==> src/design/asram_pkg.sv <==
// Behaviour
// RL1: Chip select low selects the memory; sixteen address bits pick one single-bit cell.
// RL2: Chip select high deselects the memory; its output floats and power drops.
// RL3: A read keeps write strobe high all cycle with chip select low.
// RL4: Read latency counts from the later of chip select fall or address valid.
// RL5: Address change under chip select starts a new read after address access time.
// RL6: Chip select falling with stable address gives data after chip-select access time.
// RL7: Chip-select access time does not depend on the preceding deselect interval.
// RL8: A write runs while both chip select and write strobe are low.
// RL9: With strobe falling last, output turns on then releases within write-disable delay.
// RL10: Drive write data only after the write-to-output-disable interval has passed.
// RL11: Write ended by strobe rising needs data setup and hold about that edge.
// RL12: Strobe rising with chip select low makes the output drive again.
// RL13: Write ended by chip select rising references setup and hold to it; output floats.
// RL14: Strobe low when chip select falls keeps the output floating all cycle.
// RL15: Address stays stable while chip select and strobe are both low.
package asram_pkg;
    localparam int ASRAM_AW = 16;
    localparam int ASRAM_CLK_PS = 40000;
    // Timing figures in ns, slowest speed grade
    localparam int ASRAM_T_ACCESS_NS = 55;
    localparam int ASRAM_T_AS_NS = 5;
    localparam int ASRAM_T_WP_NS = 25;
    localparam int ASRAM_T_WZ_NS = 25;
    localparam int ASRAM_T_DW_NS = 20;
    localparam int ASRAM_T_WR_NS = 5;
    localparam int ASRAM_T_HZ_NS = 30;
    // Least times round up to whole cycles, never below one
    function automatic int asram_cyc(input int ns);
        int c;
        c = (ns * 1000 + ASRAM_CLK_PS - 1) / ASRAM_CLK_PS;
        return (c < 1) ? 1 : c;
    endfunction : asram_cyc
    localparam int ASRAM_C_ACCESS = asram_cyc(ASRAM_T_ACCESS_NS);
    localparam int ASRAM_C_AS = asram_cyc(ASRAM_T_AS_NS);
    localparam int ASRAM_C_WZ = asram_cyc(ASRAM_T_WZ_NS);
    localparam int ASRAM_C_DW = asram_cyc(ASRAM_T_DW_NS);
    localparam int ASRAM_C_WP = (asram_cyc(ASRAM_T_WP_NS) > ASRAM_C_WZ + ASRAM_C_DW) ?
        asram_cyc(ASRAM_T_WP_NS) : ASRAM_C_WZ + ASRAM_C_DW;
    localparam int ASRAM_C_WR = asram_cyc(ASRAM_T_WR_NS);
    localparam int ASRAM_C_HZ = asram_cyc(ASRAM_T_HZ_NS);
    localparam int ASRAM_CW = 4;

    typedef enum logic [2:0] {
        ASRAM_IDLE, ASRAM_RSEL, ASRAM_RWAIT, ASRAM_WSET, ASRAM_WLOW, ASRAM_WEND, ASRAM_GAP
    } asram_state_t;

    typedef struct packed {
        logic [ASRAM_AW-1:0] cell_address;
        logic sel_n;
        logic wr_n;
        logic din;
        logic din_oe;
    } asram_pins_t;

    typedef struct packed {
        asram_state_t st;
        logic [ASRAM_CW-1:0] cnt;
        asram_pins_t pins;
        logic rdata;
        logic rvalid;
        logic wdone;
        logic q_m;
        logic q_s;
    } asram_regs_t;
endpackage : asram_pkg

==> src/design/asram_host.sv <==
`timescale 1ns/100ps
module asram_host
    import asram_pkg::*;
(
    input wire logic mclk_i,
    input wire logic nrst_i,
    input wire logic req_valid_i,
    input wire logic req_write_i,
    input wire logic [ASRAM_AW-1:0] req_addr_i,
    input wire logic req_wdata_i,
    output logic req_ready_o,
    output logic rd_valid_o,
    output logic rd_data_o,
    output logic wr_done_o,
    output logic [ASRAM_AW-1:0] cell_address_o,
    output logic sel_n_o,
    output logic wr_n_o,
    output logic din_o,
    output logic din_oe_o,
    input wire logic q_i
);
    asram_regs_t r_q;
    asram_regs_t r_d;

    // ----------------------------------------
    // Helpers
    // ----------------------------------------
    // Wait loaded on entry to each step
    function automatic logic [ASRAM_CW-1:0] asram_hold(input asram_state_t st);
        logic [ASRAM_CW-1:0] n;
        n = '0;
        unique case (st)
            ASRAM_IDLE: begin
                n = '0;
            end
            ASRAM_RSEL: begin
                n = '0;
            end
            ASRAM_RWAIT: begin
                n = ASRAM_CW'(ASRAM_C_ACCESS + 2);
            end
            ASRAM_WSET: begin
                n = ASRAM_CW'(ASRAM_C_AS);
            end
            ASRAM_WLOW: begin
                n = ASRAM_CW'(ASRAM_C_WP);
            end
            ASRAM_WEND: begin
                n = ASRAM_CW'(ASRAM_C_WR);
            end
            ASRAM_GAP: begin
                n = ASRAM_CW'(ASRAM_C_HZ);
            end
            default: begin
                n = '0;
            end
        endcase
        return n;
    endfunction : asram_hold

    // Wait counter has run out
    function automatic logic asram_expired(input logic [ASRAM_CW-1:0] c);
        return (c == '0);
    endfunction : asram_expired

    // Ready while the sequencer is idle
    function automatic logic asram_is_ready(input asram_state_t st);
        return (st == ASRAM_IDLE);
    endfunction : asram_is_ready

    // Request address and data onto the pins, strobes untouched
    function automatic asram_pins_t asram_capture(input asram_pins_t p, input logic [ASRAM_AW-1:0] a,
        input logic d);
        asram_pins_t r;
        r = p;
        r.cell_address = a;
        r.din = d;
        return r;
    endfunction : asram_capture

    // Chip select drops; the strobe drops with it only for a write
    function automatic asram_pins_t asram_select(input asram_pins_t p, input logic wr);
        asram_pins_t r;
        r = p;
        r.sel_n = 1'b0;
        r.wr_n = !wr;
        return r;
    endfunction : asram_select

    // Both strobes released, address and data kept
    function automatic asram_pins_t asram_release(input asram_pins_t p);
        asram_pins_t r;
        r = p;
        r.sel_n = 1'b1;
        r.wr_n = 1'b1;
        return r;
    endfunction : asram_release

    // Write data driver onto the shared data line, or off it
    function automatic asram_pins_t asram_data_drive(input asram_pins_t p, input logic en);
        asram_pins_t r;
        r = p;
        r.din_oe = en;
        return r;
    endfunction : asram_data_drive

    // ----------------------------------------
    // Sequencer
    // ----------------------------------------
    always_comb begin
        r_d = r_q;
        // ----------------------------------------
        // Synchroniser and pulses
        // ----------------------------------------
        r_d.q_m = q_i;
        r_d.q_s = r_q.q_m;
        r_d.rvalid = 1'b0;
        r_d.wdone = 1'b0;
        // ----------------------------------------
        // Wait counter
        // ----------------------------------------
        if (!asram_expired(r_q.cnt)) begin
            r_d.cnt = r_q.cnt - 1'b1;
        end
        // ----------------------------------------
        // Steps
        // ----------------------------------------
        unique case (r_q.st)
            ASRAM_IDLE: begin
                if (req_valid_i) begin
                    r_d.pins = asram_capture(r_q.pins, req_addr_i, req_wdata_i); // RL1 RL15
                    if (req_write_i) begin
                        r_d.st = ASRAM_WSET;
                        r_d.cnt = asram_hold(ASRAM_WSET);
                    end else begin
                        r_d.pins = asram_select(r_d.pins, 1'b0); // RL3 RL6
                        r_d.st = ASRAM_RWAIT;
                        r_d.cnt = asram_hold(ASRAM_RWAIT); // RL4 RL7
                    end
                end
            end
            ASRAM_RWAIT: begin
                if (asram_expired(r_q.cnt)) begin
                    r_d.rdata = r_q.q_s; // RL5
                    r_d.rvalid = 1'b1;
                    r_d.pins = asram_release(r_q.pins); // RL2
                    r_d.st = ASRAM_GAP;
                    r_d.cnt = asram_hold(ASRAM_GAP);
                end
            end
            ASRAM_WSET: begin
                if (asram_expired(r_q.cnt)) begin
                    r_d.pins = asram_select(r_q.pins, 1'b1); // RL8 RL14
                    r_d.st = ASRAM_WLOW;
                    r_d.cnt = asram_hold(ASRAM_WLOW);
                end
            end
            ASRAM_WLOW: begin
                if (r_q.cnt == ASRAM_CW'(ASRAM_C_DW)) begin
                    r_d.pins = asram_data_drive(r_d.pins, 1'b1); // RL10
                end
                if (asram_expired(r_q.cnt)) begin
                    r_d.pins = asram_release(r_d.pins); // RL11 RL13
                    r_d.st = ASRAM_WEND;
                    r_d.cnt = asram_hold(ASRAM_WEND);
                end
            end
            ASRAM_WEND: begin
                if (asram_expired(r_q.cnt)) begin
                    r_d.pins = asram_data_drive(r_d.pins, 1'b0);
                    r_d.wdone = 1'b1;
                    r_d.st = ASRAM_GAP;
                    r_d.cnt = asram_hold(ASRAM_GAP);
                end
            end
            ASRAM_GAP: begin
                if (asram_expired(r_q.cnt)) begin
                    r_d.st = ASRAM_IDLE;
                end
            end
            default: begin
                r_d.st = ASRAM_IDLE;
            end
        endcase
    end

    // ----------------------------------------
    // State register
    // ----------------------------------------
    always_ff @(posedge mclk_i or negedge nrst_i) begin
        if (!nrst_i) begin
            r_q <= '{
                st: ASRAM_IDLE,
                cnt: '0,
                pins: '{
                    cell_address: '0,
                    sel_n: 1'b1,
                    wr_n: 1'b1,
                    din: 1'b0,
                    din_oe: 1'b0
                },
                rdata: 1'b0,
                rvalid: 1'b0,
                wdone: 1'b0,
                q_m: 1'b0,
                q_s: 1'b0
            };
        end else begin
            r_q <= r_d;
        end
    end

    // ----------------------------------------
    // Host side
    // ----------------------------------------
    assign req_ready_o = asram_is_ready(r_q.st);
    assign rd_valid_o = r_q.rvalid;
    assign rd_data_o = r_q.rdata;
    assign wr_done_o = r_q.wdone;

    // ----------------------------------------
    // Memory pins
    // ----------------------------------------
    assign cell_address_o = r_q.pins.cell_address;
    assign sel_n_o = r_q.pins.sel_n;
    assign wr_n_o = r_q.pins.wr_n;
    assign din_o = r_q.pins.din;
    assign din_oe_o = r_q.pins.din_oe;
endmodule : asram_host

==> config.mk <==
export PLATFORM = sky130hd
export DESIGN_NAME = asram_host
export DESIGN_NICKNAME = d
export VERILOG_FILES = /design/src/design/asram_pkg.sv /design/src/design/asram_host.sv
export SDC_FILE = /design/constraint.sdc
export NUM_CORES = 1
export LEC_CHECK = 0
export BUFFER_PORTS_ARGS = -buffer_cell sky130_fd_sc_hd__buf_2
export CAP_MARGIN = 25
export CORE_MARGIN = 2
export CORE_UTILIZATION = 55
export DETAILED_ROUTE_END_ITERATION = 8
export PLACE_DENSITY = 0.82
export SLEW_MARGIN = 5
export SYNTH_ARGS = -nofsm -noshare
export SYNTH_HDL_FRONTEND = slang
export SYNTH_SLANG_ARGS = --single-unit
==> constraint.sdc <==
create_clock -name mclk_i -period 5.05 [get_ports mclk_i]
set_input_delay 0 -clock mclk_i [delete_from_list [all_inputs] [get_ports mclk_i]]
set_output_delay 0 -clock mclk_i [all_outputs]
set_load 0.03 [all_outputs]
==> flow_metrics.py, run 1 <==
metrics = {
    "outcome": {
        "status": "complete, no violations",
    },
    "global_routing": {
        "grt_pass1_wl_um": 5561,
        "grt_use_met2_pct": 40.13,
        "grt_max_degree": 33,
        "grt.busiest_layer": "met2",
        "gr-usage-met1_pct": 24.85,
        "grt_usage_pct": 22.62,
        "grt_pass1_vias": 1213,
        "antenna_found_initial": 0,
        "grt-ovfl-total": 0,
        "met3_usage_pct": 7.253,
    },
    "detailed_routing": {
        "vias": 1172,
        "firstDrtPassIters": 4,
        "routedWlPerCell_um": 15.90,
        "vias_per_cell": 5.426,
        "ant_nets": 0,
        "wl_um": 3434,
        "drcViolationCount": 0,
        "drt_iter0_drc": 24,
    },
    "floorplan": {
        "die_area_mm2": 0.003399,
        "dieHeight_um": 58.30,
        "start_util_pct": 58.30,
        "die_w_um": 58.30,
        "coreArea_mm2": 0.002781,
        "pin_count": 46,
        "num_rows": 19,
    },
    "power": {
        "combPwrFrac_pct": 49.2,
        "switching_share_pct": 44.48,
        "p_clk_share_pct": 12.6,
        "pwr_density_cell_mw_per_mm2": 609.5,
        "power_switching_uw": 545.2,
        "seq_power_share_pct": 38.2,
        "power.leakage_nw": 0.9454,
        "internal_power_uw": 680.4,
        "max-vdd-ir-drop_mv": 0.5010,
    },
    "timing": {
        "finalCritPeriodShare_pct": 43.12,
        "fin_tns_setup_ns": 0,
        "rsz0062_at_grt": "false",
        "drv_slew": 0,
        "hold_viol_final": 0,
        "fin_crit_ns": 2.177,
        "fmax_mhz": 459.3,
        "timing.slew.headroom_pct": 53.39,
        "setup_viol": 0,
        "worst_slew_pin_slew_ns": 0.6962,
        "finClkSkew_ns": 0.004945,
    },
    "clocking": {
        "numCtsBuffers": 5,
        "htree_levels": 2,
        "cts_root_buffer": "clkbuf_4",
        "cts_post_setup_buffers_inserted": 0,
        "clk_pin_slew_ns": 0.09,
        "clkSinkCount": 32,
        "clk_latency_ns": 0.34,
        "cts_tree": "done",
        "cts_max_path_buffers": 2,
    },
    "critical_path": {
        "arrival_ns": 2.45,
        "start_kind": "flop",
        "worst_path_largest_cell_delay_ns": 0.43,
        "path_common_cell": "ha_1",
        "r2r-start": "r_q[25]",
        "worstSetupStartpoint": "r_q[25]",
        "rrSetupSlack_ns": 2.87,
        "cp_max_fo": 11,
        "cp.required_ns": 5.33,
        "cp_slowest_cell": "dfrtp_1",
        "crit_chain": "inv_1, ha_1, nor3b_4, inv_4, ha_1, o311ai_0, o22a_1",
        "path_buf_inv": 2,
        "crit_type": "reg -> reg",
        "worst_path_dominant_cell_family": "adder cells",
        "cp-end-kind": "flop",
    },
    "layout": {
        "drive_gt1_share_pct": 45.41,
        "diodes": 0,
        "stdcell_count": 216,
        "nNetsFinal": 210,
        "stdcell_area_mm2": 0.002011,
        "area_growth_pct": 24.00,
    },
    "hold_path": {
        "hp-class": "in -> reg",
        "worstHoldStart": "req_valid_i",
    },
    "placed_design": {
        "placed_area_mm2": 0.001748,
        "dp_hpwl_um": 2096,
        "io_buffers": 45,
        "place_inst": 188,
        "place_congestion": 0.7726,
    },
    "synthesis": {
        "mappedNetlistArea_mm2": 0.001622,
        "async_flop_share_pct": 100.0,
        "synthCells": 133,
        "synth_edf_count": 0,
        "synth_seq_cells": 32,
        "syn_nets": 159,
        "synth_top_area_share_pct": 46.30,
        "synthTopCellsByArea": "dfrtp_1 46%, mux2_2 12%, buf_4 7.9%",
        "ys_seq_area_share_pct": 49.54,
        "avgSynthCellArea_um2": 12.19,
        "yosysUniqueCellTypes": 43,
        "yosysTopAreaCell": "dfrtp_1",
        "synthFlopType": "dfrtp_1",
        "synth_warnings": 0,
    },
    "job": {
        "cap_violations": 0,
    },
}
final cells by class:
type / count / area [um2]
Tap cell: 31 / 38.79
Inverter: 7 / 28.78
Multi-Input combinational cell: 72 / 640.6
Clock buffer: 7 / 55.05
Fill cell: 192 / 770.7
Clock inverter: 1 / 7.507
Sequential cell: 32 / 803.3
Timing Repair Buffer: 66 / 436.7
kinds of logic after synthesis:
kind of cell | Yosys count | synth area share [%]
AO/OA/AOI/OAI | 18 | 8.102
XOR/XNOR | 1 | 0.5402
adder cells (fa/ha/maj) | 5 | 3.781
buffers and inverters | 29 | 11.50
flip-flops | 32 | 49.54
multiplexers | 22 | 14.97
AND/OR/NAND/NOR | 26 | 11.57
routing by layer:
layer / vias to the layer above / routed length (um)
li1: 554 / -
met1: 567 / 1366
met2: 39 / 1802
met3: 12 / 162
met4: 0 / 102
met5: - / 0
through the flow:
step	hold WS [ns]	power (mW)	setup WS [ns]	utilization, %
3_5_place_dp	0.07177	1.051	2.905	62.84
4_1_cts	0.08516	1.224	2.872	72.29
5_1_grt	0.09551	1.302	2.719	72.29
2_1_floorplan	-0.2956	0.9899	3.144	-
6_report	0.1032	1.226	2.873	72.29
3_3_place_gp	0.06372	1.018	2.890	62.44
synth_stat cells (3+ instances only):
cell type	count
dfrtp_1	30
buf_4	17
mux2_2	17
inv_1	6
ha_1	4
mux2i_1	4
nor2_1	4
nor3_1	4
a21oi_1	3
nand2_1	3
placed cells by master, fill, tap and decap left out, types with 3 or more instances in the layout:
master / count
a21oi_1: 3
buf_2: 45
clkbuf_4: 5
dfrtp_1: 30
dlygate4sd3_1: 20
ha_1: 4
inv_1: 6
mux2_2: 17
mux2i_1: 4
nand2_1: 3
nor2_1: 4
nor3_1: 4
state kept, by name (all words and copies together) (netlist names):
register,cells
wr_n_o,1
wr_done_o,1
cell_address_o,16
sel_n_o,1
rd_data_o,1
r_q,8
din_oe_o,1
r_d,1
din_o,1
rd_valid_o,1
repair_timing:
| action | 4_1_cts | 5_1_grt |
|---|---|---|
| endpoints found under the hold margin | 50 | 0 |
| hold buffers | 20 | 0 |
| resized for setup | 0 | 0 |
path summary, 6_finish.rpt:
kind,end,cells past startpoint
setup / recovery,r_q[25],7
hold / removal,r_q[30],3
setup reg to reg,r_q[25],7
hold reg to reg,r_q[0],0
max in group asynchronous,din_oe_o,2
min in group asynchronous,cell_address_o[5],2
power by group through the flow:
stage	logic, mW	clock network (mW)	registers [mW]
after floorplan	0.531	0	0.459
after global placement	0.559	0	0.459
after detailed placement	0.583	0	0.468
after CTS	0.600	0.158	0.466
after global routing	0.648	0.170	0.484
final	0.602	0.155	0.468
worst reg2reg max path: cells and delay by family, from the launching register on:
kind	cells	cell delay [ns]
fa+ha+maj	2	0.56
compound gates	2	0.52
flops	1	0.43
simple gates	1	0.39
buf+inv	2	0.23
Note: power is estimated with default switching activity, not from simulation.
==> inputs of run 2 (changes only) <==
ABC_AREA = 1   (was not set)
CORE_UTILIZATION = 46   (was 55)
PLACE_DENSITY = 0.73   (was 0.82)
clock period = 1.9 ns   (was 5.05 ns; I/O delays follow)
==> run 2 against run 1 <==
Via count up 16%. First-iteration DRC count up 110%. Register-to-register slack worse by 2.6 ns. Combinational power rose to 3.1 times the previous value. Routed wire length down 5.8%. Clock skew up 0.0098 ns. Largest power group unchanged. Highest routed layer unchanged.
==> flow_metrics.py, run 2 <==
metrics = {
    "outcome": {
        "status": "complete, no violations",
    },
    "layout": {
        "num-fill-cells": 316,
        "diodes": 0,
        "layout_commonest_cell": "nand2_1",
        "drive_gt1_share_pct": 25.30,
        "mostFrequentLayoutCells": "82 x nand2_1, 45 x buf_2, 30 x dfrtp_1",
        "nNetsFinal": 274,
        "largest_reg_flops": 16,
        "area_growth_pct": 24.65,
    },
    "power": {
        "max-vdd-ir-drop_mv": 0.7016,
        "power_mw": 3.439,
        "p_clk_share_pct": 11.8,
        "seq_power_share_pct": 33.9,
        "switching_share_pct": 49.15,
        "power.leakage_nw": 1.113,
        "internal_power_mw": 1.749,
        "pwr_density_cell_mw_per_mm2": 1726,
        "power_switching_mw": 1.690,
        "combPwrFrac_pct": 54.3,
    },
    "critical_path": {
        "cp-end-kind": "flop",
        "crit_type": "reg -> reg",
        "worstSetupStartpoint": "r_q[25]",
        "start_kind": "flop",
        "cp.required_ns": 2.10,
        "r2r-start": "r_q[25]",
        "rrSetupSlack_ns": 0.27,
        "cp_max_fo": 10,
        "r2r_cells": 7,
        "arrival_ns": 1.83,
    },
    "timing": {
        "finalCritPeriodShare_pct": 85.77,
        "fin_tns_setup_ns": 0,
        "worst_slew_pin_slew_ns": 0.7009,
        "finClkSkew_ns": 0.01477,
        "fmax_mhz": 613.6,
        "hold_viol_final": 0,
        "fin_crit_ns": 1.630,
        "timing.slew.headroom_pct": 53.28,
        "drv_slew": 0,
        "setup_viol": 0,
        "rsz0062_at_grt": "false",
    },
    "placed_design": {
        "place_congestion": 0.8146,
        "dp_hpwl_um": 2183,
        "io_buffers": 45,
    },
    "synthesis": {
        "synth_top_family_by_area": "simple AND/OR/NAND/NOR gates",
        "ys_seq_area_share_pct": 50.23,
        "synth-simple-area-share_pct": 28.56,
        "mappedNetlistArea_mm2": 0.001599,
        "synth_top_area_share_pct": 46.95,
        "synth_xor_area_share_pct": 0,
        "async_flop_share_pct": 100.0,
        "synth_edf_count": 0,
        "synthTopCellsByArea": "dfrtp_1 47%, nand2_1 19%, buf_4 7.5%",
        "synth_seq_cells": 32,
        "muxShareOfSynthArea_pct": 0,
        "avgSynthCellArea_um2": 8.200,
        "synth_warnings": 0,
        "synthAdderAreaFrac_pct": 3.130,
        "syn_nets": 221,
        "yosysMostFrequentCell": "nand2_1",
        "yosysUniqueCellTypes": 21,
        "synthCells": 195,
        "yosysTopAreaCell": "dfrtp_1",
        "synth_compound_area_share_pct": 4.538,
        "yosys-top-cells-count": "82 x nand2_1, 30 x dfrtp_1, 16 x buf_4",
        "synthFlopType": "dfrtp_1",
    },
    "detailed_routing": {
        "routedWlPerCell_um": 10.97,
        "firstDrtPassIters": 4,
        "vias": 1362,
        "drcViolationCount": 0,
        "wl_um": 3236,
        "ant_nets": 0,
        "drt_iter0_drc": 51,
        "vias_per_cell": 4.617,
    },
    "global_routing": {
        "grt-ovfl-total": 0,
        "grt_pass1_vias": 1191,
        "grt_usage_pct": 17.02,
        "grt_pass1_wl_um": 5216,
        "grt_max_degree": 33,
        "antenna_found_initial": 0,
    },
    "clocking": {
        "htree_levels": 2,
        "cts_tree": "done",
        "numCtsBuffers": 5,
        "cts_resized": 0,
        "clkSinkCount": 32,
        "clk_latency_ns": 0.32,
        "cts_root_buffer": "clkbuf_4",
        "clk_pin_slew_ns": 0.10,
        "cts_post_setup_buffers_inserted": 0,
        "cts_max_path_buffers": 2,
    },
    "floorplan": {
        "dieHeight_um": 62.96,
        "die_area_mm2": 0.003964,
        "pin_count": 46,
        "start_util_pct": 47.92,
        "num_rows": 21,
        "die_w_um": 62.96,
        "coreArea_mm2": 0.003337,
    },
    "job": {
        "cap_violations": 0,
    },
    "hold_path": {
        "whs_path_depth": 4,
        "worstHoldStart": "req_valid_i",
        "hp-class": "in -> reg",
    },
}
-- run 2: cell types whose count changed in the layout (fill, tap and decap cells not counted), moves of 4 or more --
cell     change
nand2_1     +79
inv_1        +6
nor2_1      +10
mux2_2      -17
mux2i_1      -4
nand3_1      +4
-- run 2: layout make-up --
type                    count  area (um2)  area share (%)
clock buffers               7       55.05           2.762
clock inverters             1       7.507          0.3766
multi-input cells         128       579.3           29.06
flip-flops and latches     32       803.3           40.30
well taps                  46       57.56           2.888
repair buffers             67       437.9           21.97
inverters                  14       52.55           2.637
-- run 2: worst paths after layout --
kind / endpoint
max in group asynchronous: wr_done_o
hold / removal: r_q[27]
setup / recovery: r_q[30]
setup reg to reg: r_q[30]
min in group asynchronous: din_o
hold reg to reg: r_q[0]
-- run 2: cells by family (layout without fill, tap and decap cells) --
kind of cell | count (synthesis) | count (layout)
AO/OA/AOI/OAI | 13 | 13
buffers and inverters | 35 | 89
flip-flops | 32 | 32
adder cells (fa/ha/maj) | 4 | 4
AND/OR/NAND/NOR | 111 | 111
-- run 2: timing repair --
item	4_1_cts	5_1_grt
hold endpoints to repair	48	0
hold buffers	19	0
setup endpoints to repair	0	0
-- run 2: power by group through the flow --
stage / Clock (mW) / Combinational (mW) / Sequential, mW
detailed placement: 0 / 1.85 / 1.17
global placement: 0 / 1.82 / 1.17
finish: 0.404 / 1.87 / 1.17
floorplan: 0 / 1.56 / 1.24
CTS: 0.423 / 1.88 / 1.16
global route: 0.467 / 2.07 / 1.19
-- run 2: per-layer routing --
layer | track usage, % | up-vias | routed length [um]
met5 | 0 | - | 0
met3 | 3.964 | 6 | 169
met4 | 8.056 | 0 | 41
met2 | 28.86 | 40 | 1573
met1 | 20.28 | 618 | 1451
li1 | - | 698 | -
-- run 2: worst max-delay path, cell delays in order (launching register included) --
cell and delay [ns]:
dfrtp_1 0.39, inv_1 0.09, ha_1 0.23, nand2_1 0.18
buf_4 0.21, nor2_1 0.08, nor3_1 0.23, nand2_1 0.10
-- run 2: stage by stage --
| stage | hold slack [ns] | instances | area (um2) | utilization (%) | worst slack [ns] |
|---|---|---|---|---|---|
| floorplan | -0.2956 | 195 | 1599 | - | 0.3868 |
| global placement | 0.08119 | 268 | 1740 | 52.16 | 0.3052 |
| detailed placement | 0.08540 | 268 | 1740 | 52.16 | 0.2709 |
| CTS | 0.08356 | 295 | 1993 | 59.73 | 0.2527 |
| global route | 0.08767 | 295 | 1993 | 59.73 | 0.1170 |
| finish | 0.08689 | 295 | 1993 | 59.73 | 0.2703 |
==> inputs of run 3 (changes only) <==
CTS_CLUSTER_SIZE = 10   (was not set)
RECOVER_POWER = 50   (was not set)
==> run 3 against run 2 <==
Combinational power barely moved. Utilization shrank 0.37 points. Design area is 0.63% lower. Global-route usage unchanged. Largest cell class unchanged.
==> flow_metrics.py, run 3 (synthesis results as in run 2) <==
metrics = {
    "outcome": {
        "status": "complete, no violations",
    },
    "floorplan": {
        "coreArea_mm2": 0.003337,
        "die_area_mm2": 0.003964,
        "num_rows": 21,
        "dieHeight_um": 62.96,
        "start_util_pct": 47.92,
        "die_w_um": 62.96,
        "pin_count": 46,
    },
    "layout": {
        "stdcell_count": 295,
        "num-fill-cells": 322,
        "multi_input_area_um2": 579.3,
        "diodes": 0,
        "drive_gt1_share_pct": 21.29,
        "regArea_um2": 803.3,
        "layout_commonest_cell": "nand2_1",
        "area_growth_pct": 23.87,
        "largest_reg_flops": 16,
        "nNetsFinal": 274,
        "mostFrequentLayoutCells": "82 x nand2_1, 34 x buf_2, 30 x dfrtp_1",
        "stdcell_area_mm2": 0.001981,
    },
    "hold_path": {
        "holdPathEnd": "r_q[27]",
        "hp-class": "in -> reg",
        "whs_path_depth": 4,
        "worstHoldStart": "req_valid_i",
    },
    "clocking": {
        "cts_tree": "done",
        "cts_max_path_buffers": 2,
        "htree_levels": 2,
        "numCtsBuffers": 5,
        "clk_pin_slew_ns": 0.10,
        "cts_resized": 0,
        "cts_root_buffer": "clkbuf_4",
        "clkSinkCount": 32,
        "clk_latency_ns": 0.32,
    },
    "global_routing": {
        "grt.busiest_layer": "met2",
        "gr-usage-met1_pct": 20.28,
        "grt_usage_pct": 17.02,
        "met3_usage_pct": 3.964,
        "grt_use_met2_pct": 28.86,
        "antenna_found_initial": 0,
        "grt_pass1_wl_um": 5216,
        "grt_max_degree": 33,
        "grt_pass1_vias": 1191,
        "grt-ovfl-total": 0,
    },
    "timing": {
        "drv_slew": 0,
        "worst_slew_pin_slew_ns": 0.7769,
        "fin_crit_ns": 1.628,
        "timing.slew.headroom_pct": 48.20,
        "finClkSkew_ns": 0.01395,
        "fin_tns_setup_ns": 0,
        "fmax_mhz": 614.2,
        "hold_viol_final": 0,
        "rsz0062_at_grt": "false",
        "finalCritPeriodShare_pct": 85.70,
        "setup_viol": 0,
    },
    "placed_design": {
        "place_inst": 268,
        "placed_area_mm2": 0.001740,
        "place_congestion": 0.8146,
        "dp_hpwl_um": 2183,
        "io_buffers": 45,
    },
    "detailed_routing": {
        "ant_nets": 0,
        "wl_um": 3242,
        "routedWlPerCell_um": 10.99,
        "firstDrtPassIters": 4,
        "vias": 1351,
        "vias_per_cell": 4.580,
        "drcViolationCount": 0,
        "drt_iter0_drc": 49,
    },
    "job": {
        "cap_violations": 0,
    },
    "power": {
        "power.leakage_nw": 1.079,
        "max-vdd-ir-drop_mv": 0.6916,
        "pwr_density_cell_mw_per_mm2": 1725,
    },
    "critical_path": {
        "crit_chain": "inv_1, ha_1, nand2_1, buf_4, nor2_1, nor3_1, nand2_1",
        "rrSetupSlack_ns": 0.27,
        "arrival_ns": 1.83,
        "cp_slowest_cell": "dfrtp_1",
        "cp-end-kind": "flop",
        "start_kind": "flop",
        "worst_path_largest_cell_delay_ns": 0.39,
        "crit_type": "reg -> reg",
        "path_common_cell": "nand2_1",
        "r2r-start": "r_q[25]",
        "cp.required_ns": 2.11,
        "rr_endpoint": "r_q[30]",
        "r2r_cells": 7,
        "cp_max_fo": 10,
    },
}
## run 3: cell type report
cell class / count / share of cell area [%]
timing repair buffer: 67 / 21.48
sequential: 32 / 40.56
clock buffer: 7 / 2.780
clock inverter: 1 / 0.3790
tap: 46 / 2.906
inverter: 14 / 2.653
multi-input combinational: 128 / 29.25
## run 3: critical path: cells and delay by family, from the launching register on
family,cells,cell delay [ns]
flip-flops,1,0.39
buffers and inverters,2,0.30
AND/OR/NAND/NOR,4,0.59
adder cells (fa/ha/maj),1,0.23
## run 3: worst max-delay path by stage
stage,depth (start not counted),from,end
floorplan,9,r_q[25],r_q[25]
global placement,7,r_q[25],r_q[30]
detailed placement,7,r_q[25],r_q[30]
CTS,7,r_q[25],r_q[30]
global route,7,r_q[25],r_q[30]
finish,7,r_q[25],r_q[30]
## run 3: power by group
part,internal [mW],total [mW],switching [mW]
logic,0.556,1.84,1.29
registers,0.988,1.17,0.180
clock network,0.181,0.405,0.223
## run 3: metal layers
metal	vias up	wire, um	part of all wire (%)
met5	-	0	0
met4	0	41	1.3
met3	6	167	5.2
met2	34	1566	48
met1	614	1467	45
li1	697	-	-
## run 3: stage by stage
stage                     hold slack (ns)  total power, mW  worst slack, ns  util, %
after floorplan                   -0.2956            2.800           0.3868        -
after global placement            0.08119            2.992           0.3052    52.16
after detailed placement          0.08540            3.021           0.2709    52.16
after CTS                         0.08356            3.466           0.2527    59.73
after global routing              0.08767            3.713           0.1170    59.36
final                             0.08561            3.416           0.2718    59.36
## run 3: what timing repair did
item	4_1_cts	5_1_grt
hold endpoints to repair	48	0
buffers inserted	0	0
hold buffers	19	0
